### src/nrw_pkg.sv
// Package for the timekeeping memory write-port host controller.
// Assumes a 10 MHz system clock and an asynchronous memory bus outside.
package nrw_pkg;
  localparam int ADDR_W = 15;
  localparam int DATA_W = 8;
  // ----------------------------------------
  // Timing
  // ----------------------------------------
  localparam int CLK_PERIOD_NS = 100;
  localparam int WRITE_PULSE_NS = 100;
  localparam int WRITE_DATA_SETUP_TIME_NS = 80;
  localparam int WRITE_DATA_HOLD_TIME_NS = 0;
  localparam int WRITE_RECOVERY_TIME_NS = 10;
  localparam int WRITE_TO_FLOAT_DELAY_NS = 40;
  localparam int ADDR_SETUP_NS = 0;
  // Least times round up, never below one cycle
  localparam int PULSE_CYC = (WRITE_PULSE_NS + CLK_PERIOD_NS - 1) / CLK_PERIOD_NS;
  localparam int SETUP_RAW = (WRITE_DATA_SETUP_TIME_NS + CLK_PERIOD_NS - 1) / CLK_PERIOD_NS;
  localparam int SETUP_CYC = (SETUP_RAW > PULSE_CYC) ? SETUP_RAW : PULSE_CYC;
  localparam int HOLD_RAW = (WRITE_DATA_HOLD_TIME_NS + CLK_PERIOD_NS - 1) / CLK_PERIOD_NS;
  localparam int HOLD_CYC = (HOLD_RAW < 1) ? 1 : HOLD_RAW;
  localparam int REC_RAW = (WRITE_RECOVERY_TIME_NS + CLK_PERIOD_NS - 1) / CLK_PERIOD_NS;
  localparam int REC_CYC = (REC_RAW < 1) ? 1 : REC_RAW;
  localparam int FLOAT_RAW = (WRITE_TO_FLOAT_DELAY_NS + CLK_PERIOD_NS - 1) / CLK_PERIOD_NS;
  localparam int FLOAT_CYC = (FLOAT_RAW < 1) ? 1 : FLOAT_RAW;
  localparam int CNT_W = 4;
  // ----------------------------------------
  // Day register
  // ----------------------------------------
  localparam logic [ADDR_W-1:0] DAY_ADDR = 15'h7FFC;
  localparam int BATTERY_OK_FLAG_BIT = 7;
  localparam logic [DATA_W-1:0] DAY_USED_MASK = 8'h47;

  typedef enum logic [2:0] {
    ST_IDLE = 3'b000,
    ST_SETUP = 3'b001,
    ST_STROBE = 3'b010,
    ST_HOLD = 3'b011,
    ST_RECOVER = 3'b100
  } nrw_state_type;

  typedef struct packed {
    logic [ADDR_W-1:0] addr;
    logic [DATA_W-1:0] data;
  } nrw_req_type;

  typedef struct packed {
    logic chipSel_b;
    logic writeStrobe_b;
    logic outDrive_b;
    logic [ADDR_W-1:0] addr;
    logic [DATA_W-1:0] dqOut;
    logic dqOe;
  } nrw_pins_type;
endpackage : nrw_pkg

### src/nrw_write_host.sv
// Host controller running write cycles into a battery-backed timekeeping memory.
// Assumes the device pins are wired straight out; power status arrives synchronous.
//
// What this block does
// - The host holds the address steady through the whole write.
// - The host keeps strobe or select high for the recovery time before the next cycle.
// - The host gives data its setup time before and hold time after the write end.
// - The host keeps output drive high during writes.
// - The host treats a zero battery flag as lost time and memory contents.
// - The host writes zero to unused bits of the day register.
`timescale 1ns/100ps
module nrw_write_host (
  input wire logic clk,
  input wire logic rst_b,
  input wire logic reqValid,
  input nrw_pkg::nrw_req_type reqData,
  output logic reqReady,
  output logic writeDone,
  output logic writeRefused,
  input wire logic devReset_b,
  input wire logic dayRead,
  input wire logic [nrw_pkg::DATA_W-1:0] dayValue,
  output logic contentsLost,
  output nrw_pkg::nrw_pins_type pins
);
  // ----------------------------------------
  // State and decode
  // ----------------------------------------
  nrw_pkg::nrw_state_type state_reg;
  nrw_pkg::nrw_state_type state_next;
  nrw_pkg::nrw_req_type hold_reg;
  logic chipSel_reg;
  logic writeStrobe_reg;
  logic dqOe_reg;
  logic done_reg;
  logic refused_reg;
  logic lost_reg;
  logic timerLoad;
  logic timerDone;
  logic [nrw_pkg::CNT_W-1:0] timerValue;
  logic take;
  logic powerGood;
  logic [nrw_pkg::DATA_W-1:0] cleanData;
  logic isDay;
  logic [nrw_pkg::DATA_W-1:0] keepBit;
  logic strobeNext;
  logic driveNext;
  logic isIdle;
  logic doneNext;
  logic refuseIdle;
  logic refuseLate;
  logic dayFlag;
  logic inFlight;
  logic lostWrite_reg;
  logic lostWrite_next;

  assign powerGood = devReset_b;
  assign reqReady = (state_reg == nrw_pkg::ST_IDLE) && powerGood;
  assign take = reqValid && reqReady;
  assign isDay = (reqData.addr == nrw_pkg::DAY_ADDR);

  // ----------------------------------------
  // Day register clean-up
  // ----------------------------------------
  // Reserved day bits go out low; the flag bit is read-only anyway
  for (genvar bitIdx = 0; bitIdx < nrw_pkg::DATA_W; bitIdx++) begin : g_dayBit
    assign keepBit[bitIdx] = !isDay || nrw_pkg::DAY_USED_MASK[bitIdx];
    assign cleanData[bitIdx] = reqData.data[bitIdx] && keepBit[bitIdx];
  end

  nrw_cycle_timer u_timer (
    .clk(clk),
    .rst_b(rst_b),
    .load(timerLoad),
    .loadValue(timerValue),
    .done(timerDone)
  );

  // ----------------------------------------
  // Sequencer
  // ----------------------------------------
  always_comb begin
    state_next = state_reg;
    timerLoad = 1'b0;
    timerValue = 4'h0;
    case (state_reg)
      nrw_pkg::ST_IDLE: begin
        if (take) begin
          state_next = nrw_pkg::ST_SETUP;
          timerLoad = 1'b1;
          timerValue = 4'(nrw_pkg::ADDR_SETUP_NS / nrw_pkg::CLK_PERIOD_NS);
        end
      end
      nrw_pkg::ST_SETUP: begin
        if (timerDone) begin
          state_next = nrw_pkg::ST_STROBE;
          timerLoad = 1'b1;
          timerValue = 4'(nrw_pkg::SETUP_CYC - 1);
        end
      end
      nrw_pkg::ST_STROBE: begin
        if (timerDone) begin
          state_next = nrw_pkg::ST_HOLD;
          timerLoad = 1'b1;
          timerValue = 4'(nrw_pkg::HOLD_CYC - 1);
        end
      end
      nrw_pkg::ST_HOLD: begin
        if (timerDone) begin
          state_next = nrw_pkg::ST_RECOVER;
          timerLoad = 1'b1;
          timerValue = 4'(nrw_pkg::REC_CYC - 1);
        end
      end
      nrw_pkg::ST_RECOVER: begin
        if (timerDone) begin
          state_next = nrw_pkg::ST_IDLE;
        end
      end
      default: begin
        state_next = nrw_pkg::ST_IDLE;
      end
    endcase
  end

  always_ff @(posedge clk) begin
    if (!rst_b) begin
      state_reg <= nrw_pkg::ST_IDLE;
    end else begin
      state_reg <= state_next;
    end
  end

  // ----------------------------------------
  // Pin drivers
  // ----------------------------------------
  assign strobeNext = (state_next == nrw_pkg::ST_STROBE);
  assign driveNext = strobeNext || (state_next == nrw_pkg::ST_HOLD);

  always_ff @(posedge clk) begin
    if (!rst_b) begin
      hold_reg <= '0;
    end else if (take) begin
      hold_reg <= '{addr: reqData.addr, data: cleanData};
    end
  end

  always_ff @(posedge clk) begin
    if (!rst_b) begin
      chipSel_reg <= 1'b1;
      writeStrobe_reg <= 1'b1;
      dqOe_reg <= 1'b0;
    end else begin
      // Select and strobe fall together and rise together: one edge sets both ends
      chipSel_reg <= !strobeNext;
      writeStrobe_reg <= !strobeNext;
      // Data driven from strobe fall through hold; device floats by then
      dqOe_reg <= driveNext;
    end
  end

  assign pins.chipSel_b = chipSel_reg;
  assign pins.writeStrobe_b = writeStrobe_reg;
  assign pins.outDrive_b = 1'b1;
  assign pins.addr = hold_reg.addr;
  assign pins.dqOut = hold_reg.data;
  assign pins.dqOe = dqOe_reg;

  // ----------------------------------------
  // Status
  // ----------------------------------------
  // Device ignores access in power fail, so refuse rather than lose it silently
  assign isIdle = (state_reg == nrw_pkg::ST_IDLE);
  assign doneNext = (state_reg == nrw_pkg::ST_RECOVER) && timerDone;
  assign refuseIdle = reqValid && isIdle && !powerGood;
  assign refuseLate = doneNext && lostWrite_reg;
  assign dayFlag = dayValue[nrw_pkg::BATTERY_OK_FLAG_BIT];

  always_ff @(posedge clk) begin
    if (!rst_b) begin
      done_reg <= 1'b0;
      refused_reg <= 1'b0;
    end else begin
      done_reg <= doneNext;
      refused_reg <= refuseIdle || refuseLate;
    end
  end

  always_ff @(posedge clk) begin
    if (!rst_b) begin
      lost_reg <= 1'b0;
    end else if (dayRead) begin
      lost_reg <= !dayFlag;
    end
  end

  // ----------------------------------------
  // Supply lost mid-write
  // ----------------------------------------
  // Strobe still completes so the pins end idle; only the report changes
  assign inFlight = (state_reg == nrw_pkg::ST_SETUP) || (state_reg == nrw_pkg::ST_STROBE);
  assign lostWrite_next = isIdle ? 1'b0 : (lostWrite_reg || (inFlight && !powerGood));

  always_ff @(posedge clk) begin
    if (!rst_b) begin
      lostWrite_reg <= 1'b0;
    end else begin
      lostWrite_reg <= lostWrite_next;
    end
  end

  assign writeDone = done_reg;
  assign writeRefused = refused_reg;
  assign contentsLost = lost_reg;
endmodule : nrw_write_host

### src/nrw_cycle_timer.sv
// Down-counter timing each phase of the write cycle.
// Assumes load and the count come from the sequencer on the same clock.
`timescale 1ns/100ps
module nrw_cycle_timer (
  input wire logic clk,
  input wire logic rst_b,
  input wire logic load,
  input wire logic [nrw_pkg::CNT_W-1:0] loadValue,
  output logic done
);
  logic [nrw_pkg::CNT_W-1:0] count_reg;
  logic [nrw_pkg::CNT_W-1:0] count_next;

  assign done = (count_reg == 4'h0);
  assign count_next = load ? loadValue : (done ? count_reg : count_reg - 4'h1);

  always_ff @(posedge clk) begin
    if (!rst_b) begin
      count_reg <= 4'h0;
    end else begin
      count_reg <= count_next;
    end
  end
endmodule : nrw_cycle_timer

### config.mk
export PLATFORM = sky130hd
export DESIGN_NAME = nrw_write_host
export DESIGN_NICKNAME = d
export VERILOG_FILES = /design/src/nrw_pkg.sv /design/src/nrw_write_host.sv /design/src/nrw_cycle_timer.sv
export SDC_FILE = /design/constraint.sdc
export NUM_CORES = 1
export LEC_CHECK = 0
export BUFFER_PORTS_ARGS = -buffer_cell sky130_fd_sc_hd__buf_2
export CORE_MARGIN = 2
export CORE_UTILIZATION = 51
export DETAILED_ROUTE_END_ITERATION = 10
export GPL_TIMING_DRIVEN = 0
export PLACE_DENSITY_LB_ADDON = 0.3
export SETUP_SLACK_MARGIN = 0.15
export SLEW_MARGIN = 30
export SYNTH_ARGS = -nofsm -noshare
export SYNTH_HDL_FRONTEND = slang
export SYNTH_HIERARCHICAL = 1
export SYNTH_SLANG_ARGS = --single-unit
export TNS_END_PERCENT = 50
### constraint.sdc
create_clock -name clk -period 4.6 [get_ports clk]
set_input_delay 0.23 -clock clk [delete_from_list [all_inputs] [get_ports clk]]
set_output_delay 0.23 -clock clk [all_outputs]
set_load 0.01 [all_outputs]
==> results.yml <==
sta:
  drv_slew: 0
  rsz0062_at_grt: "no"
  fin_crit_ns: 2.06
  fin_crit_sh: 0.448
  tightest_slew_ns: 0.749
  fmax_ghz: 0.485
  finClkSkew_ns: 0.00636
  tns_ns: 0
  max_slew_margin: 0.496
  setup_viol: 0
  finalHoldViolations: 0
routing:
  routed_wirelength_um: 3480
  wl_per_cell_um: 11.6
  drtAntennaViolNets: 0
  num_vias: 1541
  vias_per_cell: 5.15
  drc: 0
  drt_iter0_markers: 72
  drt_first_pass_iters: 4
global_routing:
  grt_pass1_vias: 1325
  grt_use_total: 0.204
  grt_max_degree: 11
  antenna_found_initial: 0
  grt-ovfl-total: 0
  grt_pass1_wl_um: 5690
cts:
  worstSkewPairLatency_ns: 0.33
  post-cts-setup-buffer-count: 0
  root_buffer: "clkbuf_4"
  clock_sinks: 36
  htreeDepth: 2
  clockBufferDepth: 2
  clk_pin_slew_ns: 0.09
  cts_tree: "yes"
  hold_buffers: 0
  post_cts_resized: 0
  cts_buffers: 5
yosys:
  postSynthCellCount: 187
  synth_top_area_frac: 0.442
  synth_ff_type: "dfxtp_1"
  synth_area_leaders: "dfxtp_1 44%, a21boi_1 8.7%, nand3_1 6.4%"
  ys_types: 43
  ys_ff_latch: 36
  synth-seq-area-share: 0.442
  synth_top_family_by_area: "compound AO/OA/AOI/OAI gates"
  yosys.area_share.simple: 0.219
  yosys.area.top_type: "dfxtp_1"
  synth.avg_cell_area_um2: 8.72
  synthXorXnorAreaFrac: 0.00537
  synth_compound_area_frac: 0.233
  synthMuxAreaShare: 0.00613
  ys_warn_count: 6
  yosysMostFrequentCell: "dfxtp_1"
  netlist_area_um2: 1630
  synthAdderAreaFrac: 0.00767
  synth_edf_count: 0
  ys_top_cells_by_count: "36 x dfxtp_1, 21 x nand3_1, 20 x o21ai_0"
  ys_async_sr_fraction: 0
run:
  max_cap_violations: 0
worst_setup_path:
  path_class: "flip-flop to flip-flop"
  ff2ff_setup_slack_ns: 2.54
  worstReg2RegStart: "u_timer/count_reg[0]"
  critPathArrivalTime_ns: 2.28
  critPathLaunch: "u_timer/count_reg[0]"
  endpoint_kind: "flip-flop"
  cp_max_fo: 7
  cp-start-kind: "flip-flop"
  worstPathRequired_ns: 4.82
power_and_ir_drop:
  power_mw: 0.802
  internal-power_mw: 0.533
  leakage_nw: 0.930
  comb_power_share: 0.341
  switching_share: 0.336
  p_switching_mw: 0.269
  ir_worst_vdd_mv: 0.272
  power.share.clock: 0.187
  seqPwrFrac: 0.472
  power_density_nw_per_um2: 394
final_layout:
  fin_nets: 292
  drive_above_1_share: 0.325
  largest_register_ffs: 23
  diodes: 0
  area_growth_pct: 24.7
  fill_cells: 296
placed_design:
  dpl.hpwl_um: 2600
  io_buffers: 58
  gp_congestion: 0.802
status:
  status: "completed"
worst_hold_path:
  min_path_type: "input port to flip-flop"
  min-delay-start: "dayRead"
floorplan:
  core_um2: 3050
  dieArea_um2: 3670
  start_util: 0.534
  fp.dieW_um: 60.6
  io_pins: 67
  die_h_um: 60.6
  rows: 20
through the flow:
stage	cells	utilization	instance area, um^2	setup WS, ns	hold slack [ns]
2_1_floorplan	190	-	1640	2.82	0.368
3_3_place_gp	292	0.651	1990	2.58	0.438
3_5_place_dp	292	0.651	1990	2.60	0.443
4_1_cts	299	0.666	2030	2.57	0.126
5_1_grt	299	0.666	2030	2.35	0.126
6_report	299	0.666	2030	2.54	0.139
area by class of cell:
class | count | area [um^2] | share of cell area
multi-input cells | 128 | 788 | 0.387
clock buffers | 6 | 41.3 | 0.0203
flip-flops and latches | 36 | 721 | 0.354
well taps | 44 | 55.1 | 0.0271
repair buffers | 58 | 290 | 0.143
inverters | 8 | 30.0 | 0.0148
clock inverters | 1 | 5.00 | 0.00246
plain buffers | 18 | 104 | 0.0510
path summary, 6_finish.rpt:
kind	cells past startpoint	end
worst min-delay path	2	contentsLost
worst min register to register	2	pins[6]
worst max-delay path	9	u_timer/count_reg[2]
worst max register to register	9	u_timer/count_reg[2]
logic make-up after synthesis:
| kind of cell | Yosys count |
|---|---|
| and+or+nand+nor | 62 |
| AOI/OAI and AO/OA | 58 |
| DFF | 36 |
| buffers and inverters | 26 |
| other | 2 |
| adders and majority gates | 1 |
| xor gates and xnor gates | 1 |
| muxes | 1 |
critical path, cell delays in order, from the launching register on:
cell     delay [ns]
dfxtp_1        0.34
inv_1          0.06
ha_1           0.19
or3b_4         0.42
inv_1          0.17
o21ai_0        0.11
a21oi_1        0.26
inv_1          0.14
o21ai_0        0.20
a31oi_1        0.05
power by group through the flow:
stage / registers (mW) / logic, mW / clock network [mW]
after floorplan: 0.390 / 0.191 / 0
after global placement: 0.385 / 0.268 / 0
after detailed placement: 0.386 / 0.272 / 0
after CTS: 0.379 / 0.273 / 0.156
after global routing: 0.384 / 0.306 / 0.172
final: 0.379 / 0.273 / 0.150
cells in the final DEF, fill, tap and decap left out, types with 2 or more instances in the layout:
cell type  count
o32ai_1        4
a21boi_1      19
nor3b_1        2
clkbuf_4       5
o31ai_1        3
o21ai_0       20
nand4b_1       2
nor2_1         9
a21oi_1        2
nand2b_1       3
buf_4          5
clkbuf_1       5
nand2_1        7
nor3_1         2
o21ai_1        3
nand3b_1       3
dfxtp_1       36
nand3_1       21
nand4_1        2
inv_1          8
conb_1         5
buf_2         66
metal layers:
layer	global-route usage	vias up	part of all wire	wire length, um
li1	-	788	-	-
met1	0.267	691	0.45	1560
met2	0.316	60	0.47	1640
met3	0.0640	2	0.074	257
met4	0.0807	0	0.0060	21
met5	0	-	0	0
No activity file was read; power rests on OpenSTA's default activity.
